$ cat src/inc/csf_pkg.sv
// Package holding the constants, types and register map of the status flag block.
// Functional notes
// - Status bits 7..5 hold three-bit priority.
// - Core control bit above forms four-bit level.
// - Upper priority bit set blocks user interrupts.
// - Priority bits read-only while nesting disable set.
// - Bit 4 high while repeat loop runs.
// - Bit 3 set on negative result.
// - Bit 2 set on signed overflow.
// - Bit 1 zero flag, set by zero result, cleared by nonzero.
// - Bit 0 carry out, borrow on subtract.
// - Read-or-clear bit: software cannot set it.
package csf_pkg;
    localparam int          CSF_DW            = 16;
    localparam int          CSF_AW            = 8;
    localparam int          CSF_PRI_HI        = 7;
    localparam int          CSF_PRI_LO        = 5;
    localparam int          CSF_LOOP_BIT      = 4;
    localparam int          CSF_NEG_BIT       = 3;
    localparam int          CSF_OVF_BIT       = 2;
    localparam int          CSF_ZERO_BIT      = 1;
    localparam int          CSF_CARRY_BIT     = 0;
    localparam int          CSF_CORE_PRI_BIT  = 3;
    localparam int          CSF_NEST_DIS_BIT  = 15;
    localparam logic [2:0]  CSF_PRI_ALL_ONES  = 3'h7;
    localparam logic [7:0]  CSF_STATUS_OFF    = 8'h00;
    localparam logic [7:0]  CSF_CORE_OFF      = 8'h04;
    localparam logic [7:0]  CSF_INTC1_OFF     = 8'h08;
    localparam logic [7:0]  CSF_LEVEL_OFF     = 8'h0C;
    localparam logic [15:0] CSF_STATUS_RST    = 16'h0000;
    localparam logic [15:0] CSF_CORE_RST      = 16'h0000;
    localparam logic [15:0] CSF_INTC1_RST     = 16'h0000;
    localparam logic [1:0]  CSF_RESP_OKAY     = 2'h0;
    localparam logic [1:0]  CSF_RESP_SLVERR   = 2'h2;

    // Flag update request from the execution datapath.
    typedef struct packed {
        logic        upd_neg;
        logic        upd_ovf;
        logic        upd_zero;
        logic        upd_carry;
        logic        neg;
        logic        ovf;
        logic        nonzero;
        logic        carry;
    } csf_alu_s;
endpackage

$ cat src/inc/csf_flag_if.sv
// Interface carrying ALU flag updates between the top and the flag register.
`timescale 1ns/100ps
interface csf_flag_if;
    import csf_pkg::*;
    csf_alu_s         alu;
    logic             sw_we;
    logic [7:0]       sw_data;
    logic             pri_lock;
    logic             loop_on;
    logic [7:0]       low_byte;
    modport owner (input alu, input sw_we, input sw_data, input pri_lock, input loop_on,
                   output low_byte);
    modport user  (output alu, output sw_we, output sw_data, output pri_lock,
                   output loop_on, input low_byte);
endinterface

$ cat src/csf_flag_reg.sv
// Lower status byte register: priority field, loop flag and ALU flags.
`timescale 1ns/100ps
module csf_flag_reg (
    input  wire logic  clock,
    input  wire logic  rst,
    csf_flag_if.owner  fl
);
    import csf_pkg::*;

    typedef struct packed {
        logic [7:0] sb;
    } csf_fr_s;

    csf_fr_s st_q;
    csf_fr_s st_d;

    // Hardware flag updates win over software writes in the same cycle.
    always_comb begin
        st_d = st_q;
        if (fl.sw_we) begin
            if (!fl.pri_lock) begin
                st_d.sb[CSF_PRI_HI:CSF_PRI_LO] = fl.sw_data[CSF_PRI_HI:CSF_PRI_LO];
            end
            st_d.sb[CSF_NEG_BIT]   = fl.sw_data[CSF_NEG_BIT];
            st_d.sb[CSF_OVF_BIT]   = fl.sw_data[CSF_OVF_BIT];
            st_d.sb[CSF_ZERO_BIT]  = fl.sw_data[CSF_ZERO_BIT];
            st_d.sb[CSF_CARRY_BIT] = fl.sw_data[CSF_CARRY_BIT];
        end
        if (fl.alu.upd_neg) begin
            st_d.sb[CSF_NEG_BIT] = fl.alu.neg;
        end
        if (fl.alu.upd_ovf) begin
            st_d.sb[CSF_OVF_BIT] = fl.alu.ovf;
        end
        if (fl.alu.upd_zero && fl.alu.nonzero) begin
            st_d.sb[CSF_ZERO_BIT] = 1'b0;
        end else if (fl.alu.upd_zero) begin
            st_d.sb[CSF_ZERO_BIT] = 1'b1;
        end
        if (fl.alu.upd_carry) begin
            st_d.sb[CSF_CARRY_BIT] = fl.alu.carry;
        end
        st_d.sb[CSF_LOOP_BIT] = fl.loop_on;
    end

    // State register.
    always_ff @(posedge clock or posedge rst) begin
        if (rst) begin
            st_q <= CSF_STATUS_RST[7:0];
        end else begin
            st_q <= st_d;
        end
    end

    assign fl.low_byte = st_q.sb;

    a_pri_lock_hold: assert property (@(posedge clock) disable iff (rst)
        (fl.pri_lock && !rst) |=> $stable(st_q.sb[CSF_PRI_HI:CSF_PRI_LO]))
        else $error("Priority field changed while locked.");
    a_neg_follow: assert property (@(posedge clock) disable iff (rst)
        fl.alu.upd_neg |=> st_q.sb[CSF_NEG_BIT] == $past(fl.alu.neg))
        else $error("Negative flag did not follow the result.");
    a_ovf_follow: assert property (@(posedge clock) disable iff (rst)
        fl.alu.upd_ovf |=> st_q.sb[CSF_OVF_BIT] == $past(fl.alu.ovf))
        else $error("Overflow flag did not follow the result.");
    a_zero_clear: assert property (@(posedge clock) disable iff (rst)
        (fl.alu.upd_zero && fl.alu.nonzero) |=> !st_q.sb[CSF_ZERO_BIT])
        else $error("Zero flag not cleared by a nonzero result.");
    a_carry_follow: assert property (@(posedge clock) disable iff (rst)
        fl.alu.upd_carry |=> st_q.sb[CSF_CARRY_BIT] == $past(fl.alu.carry))
        else $error("Carry flag did not follow the result.");
    a_loop_track: assert property (@(posedge clock) disable iff (rst)
        ##1 st_q.sb[CSF_LOOP_BIT] == $past(fl.loop_on))
        else $error("Loop flag does not track the loop input.");
    a_flag_hold: assert property (@(posedge clock) disable iff (rst)
        (!fl.alu.upd_carry && !fl.sw_we) |=> $stable(st_q.sb[CSF_CARRY_BIT]))
        else $error("Carry flag changed without cause.");
endmodule // csf_flag_reg

$ cat src/csf_status_top.sv
// Top of the status flag block with its AXI4-Lite register slave.
`timescale 1ns/100ps
module csf_status_top (
    input  wire logic                    clock,
    input  wire logic                    rst,
    input  wire csf_pkg::csf_alu_s       alu_upd,
    input  wire logic                    loop_running_flag,
    output logic [3:0]                   cpu_priority_level,
    output logic                         user_irq_block,
    input  wire logic [7:0]              s_axi_awaddr,
    input  wire logic                    s_axi_awvalid,
    output logic                         s_axi_awready,
    input  wire logic [31:0]             s_axi_wdata,
    input  wire logic [3:0]              s_axi_wstrb,
    input  wire logic                    s_axi_wvalid,
    output logic                         s_axi_wready,
    output logic [1:0]                   s_axi_bresp,
    output logic                         s_axi_bvalid,
    input  wire logic                    s_axi_bready,
    input  wire logic [7:0]              s_axi_araddr,
    input  wire logic                    s_axi_arvalid,
    output logic                         s_axi_arready,
    output logic [31:0]                  s_axi_rdata,
    output logic [1:0]                   s_axi_rresp,
    output logic                         s_axi_rvalid,
    input  wire logic                    s_axi_rready
);
    import csf_pkg::*;

    typedef struct packed {
        logic        aw_held;
        logic [7:0]  aw_addr;
        logic        w_held;
        logic [31:0] w_data;
        logic [3:0]  w_strb;
        logic        bvalid;
        logic [1:0]  bresp;
        logic        rvalid;
        logic [1:0]  rresp;
        logic [31:0] rdata;
        logic [15:0] core_control_word;
        logic [15:0] interrupt_control_one;
        logic [7:0]  status_high;
    } csf_top_s;

    csf_top_s st_q;
    csf_top_s st_d;
    csf_flag_if fl ();

    logic        wr_fire;
    logic        ar_fire;
    logic [15:0] status_word;
    logic [3:0]  level;

    // Returns high when the address selects a mapped register.
    function automatic logic csf_mapped(input logic [7:0] a);
        csf_mapped = (a == CSF_STATUS_OFF) || (a == CSF_CORE_OFF) ||
                     (a == CSF_INTC1_OFF) || (a == CSF_LEVEL_OFF);
    endfunction

    // Merges a 16-bit register with byte-enabled write data.
    function automatic logic [15:0] csf_merge(input logic [15:0] old, input logic [31:0] d,
                                              input logic [3:0] s);
        csf_merge[7:0]  = s[0] ? d[7:0]  : old[7:0];
        csf_merge[15:8] = s[1] ? d[15:8] : old[15:8];
    endfunction

    // Status word and the four-bit priority level built from its priority field and the core control bit.
    assign status_word = {st_q.status_high, fl.low_byte};
    assign level       = {st_q.core_control_word[CSF_CORE_PRI_BIT],
                          fl.low_byte[CSF_PRI_HI:CSF_PRI_LO]};

    // Handshake readies are combinational from the holding state.
    assign s_axi_awready = !st_q.aw_held && !st_q.bvalid;
    assign s_axi_wready  = !st_q.w_held && !st_q.bvalid;
    assign s_axi_arready = !st_q.rvalid;
    assign wr_fire       = st_q.aw_held && st_q.w_held && !st_q.bvalid;
    assign ar_fire       = s_axi_arvalid && s_axi_arready;

    // Software write to the status low byte goes to the flag register.
    assign fl.alu      = alu_upd;
    assign fl.loop_on  = loop_running_flag;
    assign fl.pri_lock = st_q.interrupt_control_one[CSF_NEST_DIS_BIT];
    assign fl.sw_we    = wr_fire && (st_q.aw_addr == CSF_STATUS_OFF) && st_q.w_strb[0];
    assign fl.sw_data  = st_q.w_data[7:0];

    csf_flag_reg u_flag (
        .clock (clock),
        .rst   (rst),
        .fl    (fl)
    );

    // Bus channel tracking, register writes and read data capture.
    always_comb begin
        st_d = st_q;
        if (s_axi_awvalid && s_axi_awready) begin
            st_d.aw_held = 1'b1;
            st_d.aw_addr = s_axi_awaddr;
        end
        if (s_axi_wvalid && s_axi_wready) begin
            st_d.w_held = 1'b1;
            st_d.w_data = s_axi_wdata;
            st_d.w_strb = s_axi_wstrb;
        end
        if (wr_fire) begin
            st_d.aw_held = 1'b0;
            st_d.w_held  = 1'b0;
            st_d.bvalid  = 1'b1;
            st_d.bresp   = csf_mapped(st_q.aw_addr) ? CSF_RESP_OKAY : CSF_RESP_SLVERR;
            if (st_q.aw_addr == CSF_STATUS_OFF && st_q.w_strb[1]) begin
                // Upper status byte: read-or-clear, a one never sets it.
                st_d.status_high = st_q.status_high & st_q.w_data[15:8];
            end else if (st_q.aw_addr == CSF_CORE_OFF) begin
                st_d.core_control_word = csf_merge(st_q.core_control_word, st_q.w_data,
                                                   st_q.w_strb);
            end else if (st_q.aw_addr == CSF_INTC1_OFF) begin
                st_d.interrupt_control_one = csf_merge(st_q.interrupt_control_one,
                                                       st_q.w_data, st_q.w_strb);
            end
        end
        if (st_q.bvalid && s_axi_bready) begin
            st_d.bvalid = 1'b0;
        end
        if (ar_fire) begin
            st_d.rvalid = 1'b1;
            st_d.rresp  = csf_mapped(s_axi_araddr) ? CSF_RESP_OKAY : CSF_RESP_SLVERR;
            if (s_axi_araddr == CSF_STATUS_OFF) begin
                st_d.rdata = {16'h0000, status_word};
            end else if (s_axi_araddr == CSF_CORE_OFF) begin
                st_d.rdata = {16'h0000, st_q.core_control_word};
            end else if (s_axi_araddr == CSF_INTC1_OFF) begin
                st_d.rdata = {16'h0000, st_q.interrupt_control_one};
            end else if (s_axi_araddr == CSF_LEVEL_OFF) begin
                st_d.rdata = {27'h0000000, user_irq_block, level};
            end else begin
                st_d.rdata = 32'h00000000;
            end
        end else if (st_q.rvalid && s_axi_rready) begin
            st_d.rvalid = 1'b0;
        end
    end

    // State register.
    always_ff @(posedge clock or posedge rst) begin
        if (rst) begin
            st_q <= '{aw_held: 1'b0, aw_addr: 8'h00, w_held: 1'b0, w_data: 32'h00000000,
                      w_strb: 4'h0, bvalid: 1'b0, bresp: CSF_RESP_OKAY, rvalid: 1'b0,
                      rresp: CSF_RESP_OKAY, rdata: 32'h00000000,
                      core_control_word: CSF_CORE_RST, interrupt_control_one: CSF_INTC1_RST,
                      status_high: CSF_STATUS_RST[15:8]};
        end else begin
            st_q <= st_d;
        end
    end

    // Level and interrupt block outputs.
    assign cpu_priority_level = level;
    assign user_irq_block     = st_q.core_control_word[CSF_CORE_PRI_BIT] ||
        (fl.low_byte[CSF_PRI_HI:CSF_PRI_LO] == CSF_PRI_ALL_ONES);
    assign s_axi_bvalid = st_q.bvalid;
    assign s_axi_bresp  = st_q.bresp;
    assign s_axi_rvalid = st_q.rvalid;
    assign s_axi_rresp  = st_q.rresp;
    assign s_axi_rdata  = st_q.rdata;

    a_upper_blocks: assert property (@(posedge clock) disable iff (rst)
        st_q.core_control_word[CSF_CORE_PRI_BIT] |-> user_irq_block)
        else $error("Upper priority bit did not block user interrupts.");
    a_level_range: assert property (@(posedge clock) disable iff (rst)
        st_q.core_control_word[CSF_CORE_PRI_BIT] |-> cpu_priority_level >= 4'h8)
        else $error("Priority level below eight with upper bit set.");
    a_no_set_high: assert property (@(posedge clock) disable iff (rst)
        ##1 ((status_word[15:8] & ~$past(status_word[15:8])) == 8'h00))
        else $error("Software set a read-or-clear status bit.");
    a_bresp_hold: assert property (@(posedge clock) disable iff (rst)
        (s_axi_bvalid && !s_axi_bready) |=> s_axi_bvalid && $stable(s_axi_bresp))
        else $error("Write response dropped before it was taken.");
endmodule // csf_status_top

$ cat config.mk
export PLATFORM = sky130hd
export DESIGN_NAME = csf_status_top
export DESIGN_NICKNAME = d
export VERILOG_FILES = /design/src/inc/csf_pkg.sv /design/src/inc/csf_flag_if.sv /design/src/csf_flag_reg.sv /design/src/csf_status_top.sv
export SDC_FILE = /design/constraint.sdc
export NUM_CORES = 1
export LEC_CHECK = 0
export ABC_AREA = 1
export BUFFER_PORTS_ARGS = -buffer_cell sky130_fd_sc_hd__buf_2
export CORE_MARGIN = 2
export CORE_UTILIZATION = 40
export CTS_BUF_LIST = sky130_fd_sc_hd__clkbuf_16
export CTS_CLUSTER_SIZE = 24
export DETAILED_ROUTE_END_ITERATION = 7
export PLACE_DENSITY = 0.64
export SLEW_MARGIN = 40
export SYNTH_ARGS = -nofsm -noshare
export SYNTH_HDL_FRONTEND = slang
export SYNTH_HIERARCHICAL = 1
export SYNTH_SLANG_ARGS = --single-unit
$ cat constraint.sdc
create_clock -name clock -period 6.1 [get_ports clock]
set_clock_uncertainty 0.2 [all_clocks]
set_input_delay 0 -clock clock [delete_from_list [all_inputs] [get_ports clock]]
set_output_delay 0 -clock clock [all_outputs]
set_load 0.02 [all_outputs]
**After elaboration in Yosys (flattened, before gate mapping)**

Cells that the tools add are included.

- Input port bits: 68
- Register bits: 132
- Word-level logic and storage cells: 92

- Multiplexer cells: 20
- Reduce and logical (&&, ||, !) cells: 40
- Equal/unequal tests: 7
- Bitwise gates (word level): 4

Operators by type and width:

| kind | count |
|---|---|
| $mux 32 | 3 |
| $mux 37 | 1 |
| $eq 8x4->1 const B | 4 |
| $eq 8x3->1 const B | 2 |
| $logic_not 8->1 | 2 |
| $reduce_bool 2->1 | 7 |
| $logic_and 1x1->1 | 13 |
| $mux 1 | 10 |
| $reduce_and 5->1 | 2 |
| $mux 9 | 1 |
| $and 8x8->8 | 1 |
| $reduce_and 4->1 | 2 |
| $logic_or 1x1->1 | 7 |
| $mux 5 | 1 |
| $logic_not 1->1 | 4 |
| $mux 2 | 2 |
| $mux 4 | 1 |
| $reduce_and 2->1 | 2 |
| $eq 3x3->1 const B | 1 |
| $mux 3 | 1 |
| $not 1->1 | 3 |
| $reduce_bool 3->1 | 1 |

**Longest topological paths before layout**

Gate-level depths: netlist (run 1).

- Depth after elaboration: 7
- Mapped depth: 10
- Gate-level depth less buffers: 9

**Hierarchy**

Netlist (run 1), hierarchy kept.

By module, submodules not included:

| module | area each (µm²) | times used | cells an instance | sequential area each (µm²) |
|---|---|---|---|---|
| csf_status_top | 4,429.2 | 1 | 517 | 2,202.1 |
| csf_flag_reg | 391.6 | 1 | 54 | 200.2 |

**Least setup slack after synthesis (run 1)**

Ideal clock, no wire load.

- Path kind: register -> register
- Start: register st_q, in the netlist s_axi_bvalid
- End: register st_q[115] in the netlist's numbering
- Path slack: 4.293 ns
- Data required time: 5.772 ns
- Library setup time: 0.128 ns
- Period minus slack after synthesis: 1.807 ns
- Arrival: 1.480 ns
- Stages on the path, launching flop included: 5
- Cell sequence: dfrtp_1 > nor2_1 > nand2_1 > buf_2 > mux2_1

- Word-level cells in the longest chain between the ends: 3

RTL lines:

| item | line | RTL |
|---|---|---|
| start, declared | csf_status_top.sv:46 | `csf_top_s st_q;` |
| start signal, assigned | csf_status_top.sv:146 | `st_q <= '{aw_held: 1'b0, aw_addr: 8'h00, w_held: 1'b0, w_data: 32'h00000000,` |
| start signal, assigned | csf_status_top.sv:152 | `st_q <= st_d;` |
| $logic_not 1->1 | csf_status_top.sv:74 | `assign s_axi_awready = !st_q.aw_held && !st_q.bvalid;` |
| $logic_and 1x1->1 | csf_status_top.sv:74 |  |
| net s_axi_awready | csf_status_top.sv:12 | `output logic s_axi_awready,` |
| $logic_and 1x1->1 | csf_status_top.sv:96 | `if (s_axi_awvalid && s_axi_awready) begin` |

The timed path passes the listed nets, and every way through them passes these cells.
A chain may end at the register's enable or synchronous reset.

**Worst setup path in the final report (run 1)**

- Start: register st_q[118] in the netlist's numbering
- End: register u_flag.st_q, in the netlist u_flag/fl.low_byte[1]

- Word-level cells in the longest chain between the ends: 4

RTL lines:

| item | line | RTL |
|---|---|---|
| $logic_not 8->1 | csf_status_top.sv:84 | `assign fl.sw_we = wr_fire && (st_q.aw_addr == CSF_STATUS_OFF) && st_q.w_strb[0];` |
| $logic_and 1x1->1 (2 in a row) | csf_status_top.sv:84 |  |
| net fl.sw_we | csf_flag_if.sv:6 | `logic sw_we;` |
| $reduce_bool 3->1 (no source line) | - |  |
| end signal, assigned | csf_flag_reg.sv:49 | `st_q <= CSF_STATUS_RST[7:0];` |
| end signal, assigned | csf_flag_reg.sv:51 | `st_q <= st_d;` |
| end, declared | csf_flag_reg.sv:14 | `csf_fr_s st_q;` |

The timed path passes the listed nets, and every way through them passes these cells.

==> flow_summary.json, run 1 <==
{
  "hold_viol_final": 0,
  "yosysSeqAreaShare": 0.498,
  "coreArea_um2": 11900,
  "worstPathArrival_ps": 2550,
  "gr-total-overflow": 0,
  "drive_above_1_share": 0.190,
  "critPathCaptureType": "register",
  "cap_violations": 0,
  "critPathTopFamily": "buffers and inverters",
  "fin_nets": 742,
  "drt-wirelength-per-cell_um": 13.2,
  "clock-sinks": 96,
  "synth-async-reset-ratio": 1.00,
  "drt_iter0_markers": 218,
  "setup_viol": 0,
  "crit_chain": "nor2_1 -> nand2_1 -> nor4_1 -> buf_4 -> nand2_1 -> nand3_1 -> nand2_1 -> dlygate4sd3_1",
  "area_growth_pct": 22.4,
  "viasPerCell": 4.75,
  "setup.worst_path.start": "st_q[118]$_DFFE_PP0P_",
  "tns_ps": 0,
  "synth_warnings": 6,
  "power_density_nw_per_um2": 309,
  "cts_tree": "built",
  "slew_headroom": 0.474,
  "ys_seq_elements": 96,
  "cts_setup_buffers": 0,
  "yosys.cell_count.top_type": "nand2_1",
  "die_w_um": 114,
  "cp_max_fo": 20,
  "io_buffers": 77,
  "netlist_area_um2": 4820,
  "synthDominantAreaCellType": "dfrtp_1",
  "place_inst": 756,
  "grt_use_total": 0.174,
  "drtAntennaViolNets": 0,
  "hold_class": "input port to register",
  "fill_cells": 1136,
  "wirelength_um": 10900,
  "start_util": 0.405,
  "antenna_found_initial": 0,
  "synth-edff-count": 0,
  "worst-path-buf-inv": 2,
  "postCtsHoldBufs": 54,
  "grt_pass1_wl_um": 17900,
  "clk_path_buf_depth": 2,
  "clkTransAtPathRegs_ps": 70,
  "cpMaxStageDelayCell": "dfrtp_1",
  "critPathKind": "register to register",
  "synthCells": 571,
  "total_power_mw": 1.82,
  "die_h_um": 114,
  "io_pins": 114,
  "vdd_drop_max_v": 0.000230,
  "leakage_nw": 3.21,
  "cts_resized": 0,
  "dieArea_um2": 12900,
  "start_kind": "register",
  "critPathMaxStageDelay_ps": 640,
  "synth.area.top_cells": "dfrtp_1 (50%), nand2_1 (12%), nand3_1 (7.2%)",
  "worst_skew_pair.late_latency_ps": 340,
  "crit_top_cell": "nand2_1",
  "min_period_ps": 2530,
  "timing.final.crit_share": 0.415,
  "ys.flop_type": "dfrtp_1",
  "grt_max_degree": 89,
  "htree_levels": 3,
  "final_cells": 826,
  "synth.distinct_cells": 28,
  "hpwlAfterDp_um": 7210,
  "rsz0062_at_grt": "no",
  "clockRootBuffer": "clkbuf_16",
  "vias": 3923,
  "tightest_slew_ps": 787,
  "yosysTopAreaCellShare": 0.498,
  "num_antenna_cells": 0,
  "avgSynthCellArea_um2": 8.44,
  "hold_start": "s_axi_wvalid",
  "num_rows": 40,
  "grt_pass1_vias": 3697,
  "r2r_start": "st_q[118]$_DFFE_PP0P_",
  "slew_violations": 0,
  "numCtsBuffers": 9,
  "routabilityCongestion": 0.879,
  "drc": 0,
  "outcome": "finished, final reports clean",
  "yosys-top-cells-count": "nand2_1 (158), dfrtp_1 (96), nand3_1 (69)",
  "max_freq_mhz": 395,
  "worstPathRequired_ps": 6120,
  "dr.pass1.iters": 4
}
sequential cells by signal, indices dropped and copies added, names as in the netlist:
name,flops
fl.sw_data,8
s_axi_bresp,1
cpu_priority_level,1
s_axi_bvalid,1
fl.pri_lock,1
s_axi_rvalid,1
s_axi_rresp,1
u_flag/fl.low_byte,8
st_q,58
s_axi_rdata,16
layout make-up:
class	count	area (µm²)	share of cell area
clock inverter	7	56.3	0.00954
multi-input combinational	362	1820	0.308
tap	147	184	0.0312
inverter	72	273	0.0462
sequential	96	2400	0.407
clock buffer	9	225	0.0382
timing repair buffer	133	947	0.160
layer usage:
metal / part of all wire / GRT usage / vias to the layer above
li1: - / - / 1974
met1: 0.47 / 0.239 / 1831
met2: 0.47 / 0.275 / 105
met3: 0.046 / 0.0287 / 13
met4: 0.014 / 0.0748 / 0
met5: 0 / 0 / -
worst paths after layout:
| path | cells after the start | slack, ps | endpoint |
|---|---|---|---|
| max in group asynchronous | 4 | 4890 | u_flag/fl.low_byte[6]$_DFFE_PP0P_ |
| worst max-delay path | 8 | 3570 | u_flag/fl.low_byte[1]$_DFFE_PP0P_ |
| worst min register to register | 2 | 270 | st_q[3]$_DFFE_PP0P_ |
| worst min-delay path | 3 | 90 | st_q[114]$_DFFE_PP0P_ |
| min in group asynchronous | 4 | 210 | s_axi_rdata[0]$_DFFE_PP0P_ |
| worst max register to register | 8 | 3570 | u_flag/fl.low_byte[1]$_DFFE_PP0P_ |
cells by family (layout without fill, tap and decap cells):
logic type | after synthesis | in the layout | share of synthesized area
and+or+nand+nor | 284 | 284 | 0.274
buffers and inverters | 130 | 221 | 0.139
DFF | 96 | 96 | 0.498
AOI/OAI and AO/OA | 48 | 48 | 0.0592
muxes | 12 | 12 | 0.0280
other | 1 | 18 | 0.000778
tightest hold or removal path: cells and delay by family:
| family | cells | cell delay (ps) |
|---|---|---|
| buffers and inverters | 1 | 80 |
| AND/OR/NAND/NOR | 2 | 510 |
cell usage in the layout, fill, tap and decap left out, drive strengths merged:
cell type	n
o21ai	14
nor2	32
dfrtp	96
clkinv	4
clkinvlp	1
or2	1
o2111ai	4
bufinv	1
nand3	72
clkbuf	10
inv	73
buf	78
nand2	160
dlygate4sd3	54
a21oi	30
mux2	12
nor4	1
nand4	18
conb	18
stage by stage:
step	hold WS [ps]	cell area, µm²	util	setup slack [ps]
floorplan	-384	4880	-	3620
global placement	-219	5070	0.426	4060
detailed placement	-212	5080	0.426	4160
CTS	90.4	5900	0.495	3600
global route	124	5900	0.496	3400
finish	93.8	5900	0.496	3570
where the power goes:
part           internal, mW  switching (mW)  total [mW]
registers             0.758           0.109       0.867
clock network         0.311           0.232       0.543
logic                 0.143           0.269       0.411
Note: power is estimated with default switching activity, not from simulation.
==> run 2: changes to the inputs <==
==> constraint.sdc (replaced) <==
create_clock -name clock -period 2.4 [get_ports clock]
set_clock_uncertainty 0.2 [all_clocks]
set_input_delay 0 -clock clock [delete_from_list [all_inputs] [get_ports clock]]
set_output_delay 0 -clock clock [all_outputs]
set_load 0.02 [all_outputs]
==> run 2 against run 1 <==
Net effect:
- clock power increased to 2.6 times the previous value
- die area unchanged
- sequential cell count unchanged
- sequential share of layout area decreased by 0.59 points
- highest routed layer unchanged
- critical path depth increased by 1
- worst hold slack improved by 8.0 ps
- non-clock buffer count increased by 6
- total power increased to 2.6 times the previous value
- clock-buffer cell count unchanged
- largest cell class unchanged
- first-iteration DRC count unchanged
- sequential power increased to 2.5 times the previous value
==> flow_summary.json, run 2 (same netlist as run 1, synthesis figures left out) <==
{
  "gr-total-overflow": 0,
  "power_density_nw_per_um2": 786,
  "area_growth_pct": 24.2,
  "cp_max_fo": 5,
  "cts_tree": "built",
  "min_period_ps": 2320,
  "r2r_slack_ps": 130,
  "r2r_start": "st_q[116]$_DFFE_PP0P_",
  "io_pins": 114,
  "final_cell_mix": "nand2_1 (158), dfrtp_1 (96), buf_2 (77)",
  "hold_depth": 7,
  "ff2ff_path_depth": 8,
  "reg2reg_to": "u_flag/fl.low_byte[2]$_DFFE_PP0P_",
  "critPathKind": "input port to register",
  "grt_use_total": 0.177,
  "vdd_drop_max_v": 0.000710,
  "routabilityCongestion": 0.838,
  "clock-sinks": 96,
  "start_kind": "input port",
  "drt-wirelength-per-cell_um": 13.2,
  "final_common_cell": "nand2_1",
  "viasPerCell": 4.82,
  "clkTransAtPathRegs_ps": 70,
  "start_util": 0.405,
  "tightest_slew_ps": 750,
  "hpwlAfterDp_um": 7130,
  "final_cells": 833,
  "die_w_um": 114,
  "rsz0062_at_grt": "no",
  "num_rows": 40,
  "dr.pass1.iters": 5,
  "clockRootBuffer": "clkbuf_16",
  "outcome": "finished, final reports clean",
  "dieArea_um2": 12900,
  "cp-endpoint": "s_axi_rdata[2]$_DFFE_PP0P_",
  "grt_max_degree": 89,
  "worstPathArrival_ps": 2400,
  "clk_path_buf_depth": 2,
  "drt_iter0_markers": 218,
  "top_register": "st_q",
  "leakage_nw": 3.24,
  "hold_viol_final": 0,
  "tns_ps": 0,
  "cap_violations": 0,
  "slew_violations": 0,
  "drtAntennaViolNets": 0,
  "io_buffers": 77,
  "setup_viol": 0,
  "slew_headroom": 0.498,
  "worstPathRequired_ps": 2490,
  "antenna_found_initial": 0,
  "num_antenna_cells": 0,
  "hold_class": "input port to register",
  "grt_pass1_vias": 3700,
  "worst_skew_pair.late_latency_ps": 350,
  "fin_nets": 749,
  "critPathCaptureType": "register",
  "die_h_um": 114,
  "drc": 0,
  "grt_pass1_wl_um": 18200,
  "place_inst": 760,
  "wirelength_um": 11000,
  "numCtsBuffers": 9,
  "coreArea_um2": 11900,
  "htree_levels": 3,
  "drive_above_1_share": 0.200,
  "cts_setup_buffers": 0,
  "max_freq_mhz": 432,
  "largest_reg_flops": 58,
  "vias": 4016,
  "setup.worst_path.start": "s_axi_araddr[1]",
  "timing.final.crit_share": 0.965
}
==> run 2: changes by cell type in the layout (fill, tap and decap cells not counted), moves of 2 or more <==
cell and delta:
buf_4 +4, dlygate4sd3_1 +2, inv_1 -2, nand2_1 +2, nand2_2 -2
==> run 2: repair_timing <==
item / in CTS / in global routing
endpoints found under the hold margin: 146 / 0
setup endpoints to repair: 0 / 7
resized for setup: 0 / 3
hold buffers: 56 / 0
==> run 2: worst max-delay path, stage by stage <==
cell	delay, ps
dlygate4sd3_1	530
buf_2	140
nor2_4	110
dlygate4sd3_1	680
o2111ai_1	150
dlygate4sd3_1	610
nand2_1	80
nand2_1	50
nand2_1	50
==> run 2: final cells by class <==
cell class                 count  area (µm²)
fill                        1127        5920
sequential                    96        2400
multi-input combinational    363        1840
timing repair buffer         139        1000
inverter                      72         275
clock buffer                   9         225
tap                          147         184
clock inverter                 7        63.8
==> run 2: worst min path at each step <==
stage	start	slack (ps)	endpoint
3_3_place_gp	rst	-200	u_flag/fl.low_byte[4]$_DFF_PP0_
5_1_grt	loop_running_flag	100	u_flag/fl.low_byte[4]$_DFF_PP0_
4_1_cts	loop_running_flag	80	u_flag/fl.low_byte[4]$_DFF_PP0_
2_1_floorplan	rst	-380	u_flag/fl.low_byte[0]$_DFFE_PP0P_
3_5_place_dp	rst	-200	u_flag/fl.low_byte[4]$_DFF_PP0_
6_report	s_axi_araddr[4]	100	s_axi_rdata[12]$_DFFE_PP0P_
==> run 2: layer usage <==
| layer | vias up | part of all wire | global-route usage |
|---|---|---|---|
| li1 | 1990 | - | - |
| met1 | 1892 | 0.48 | 0.252 |
| met2 | 119 | 0.46 | 0.269 |
| met3 | 15 | 0.041 | 0.0367 |
| met4 | 0 | 0.017 | 0.0659 |
| met5 | - | 0 | 0 |
==> run 2: stage by stage <==
| step | hold slack [ps] | area [µm²] | worst slack (ps) | utilization | power [mW] |
|---|---|---|---|---|---|
| finish | 102 | 5990 | 84.6 | 0.503 | 4.71 |
| detailed placement | -198 | 5110 | 565 | 0.429 | 3.23 |
| global placement | -205 | 5110 | 611 | 0.429 | 3.19 |
| CTS | 82.0 | 5960 | 138 | 0.501 | 4.73 |
| global route | 102 | 5990 | 2.41 | 0.503 | 4.98 |
| floorplan | -384 | 4890 | 593 | - | 2.97 |
==> run 2: report_power, final <==
group | total (mW) | switching [mW] | internal [mW]
Sequential | 2.17 | 0.240 | 1.93
Clock | 1.41 | 0.610 | 0.798
Combinational | 1.13 | 0.741 | 0.390
Total | 4.71 | 1.59 | 3.12
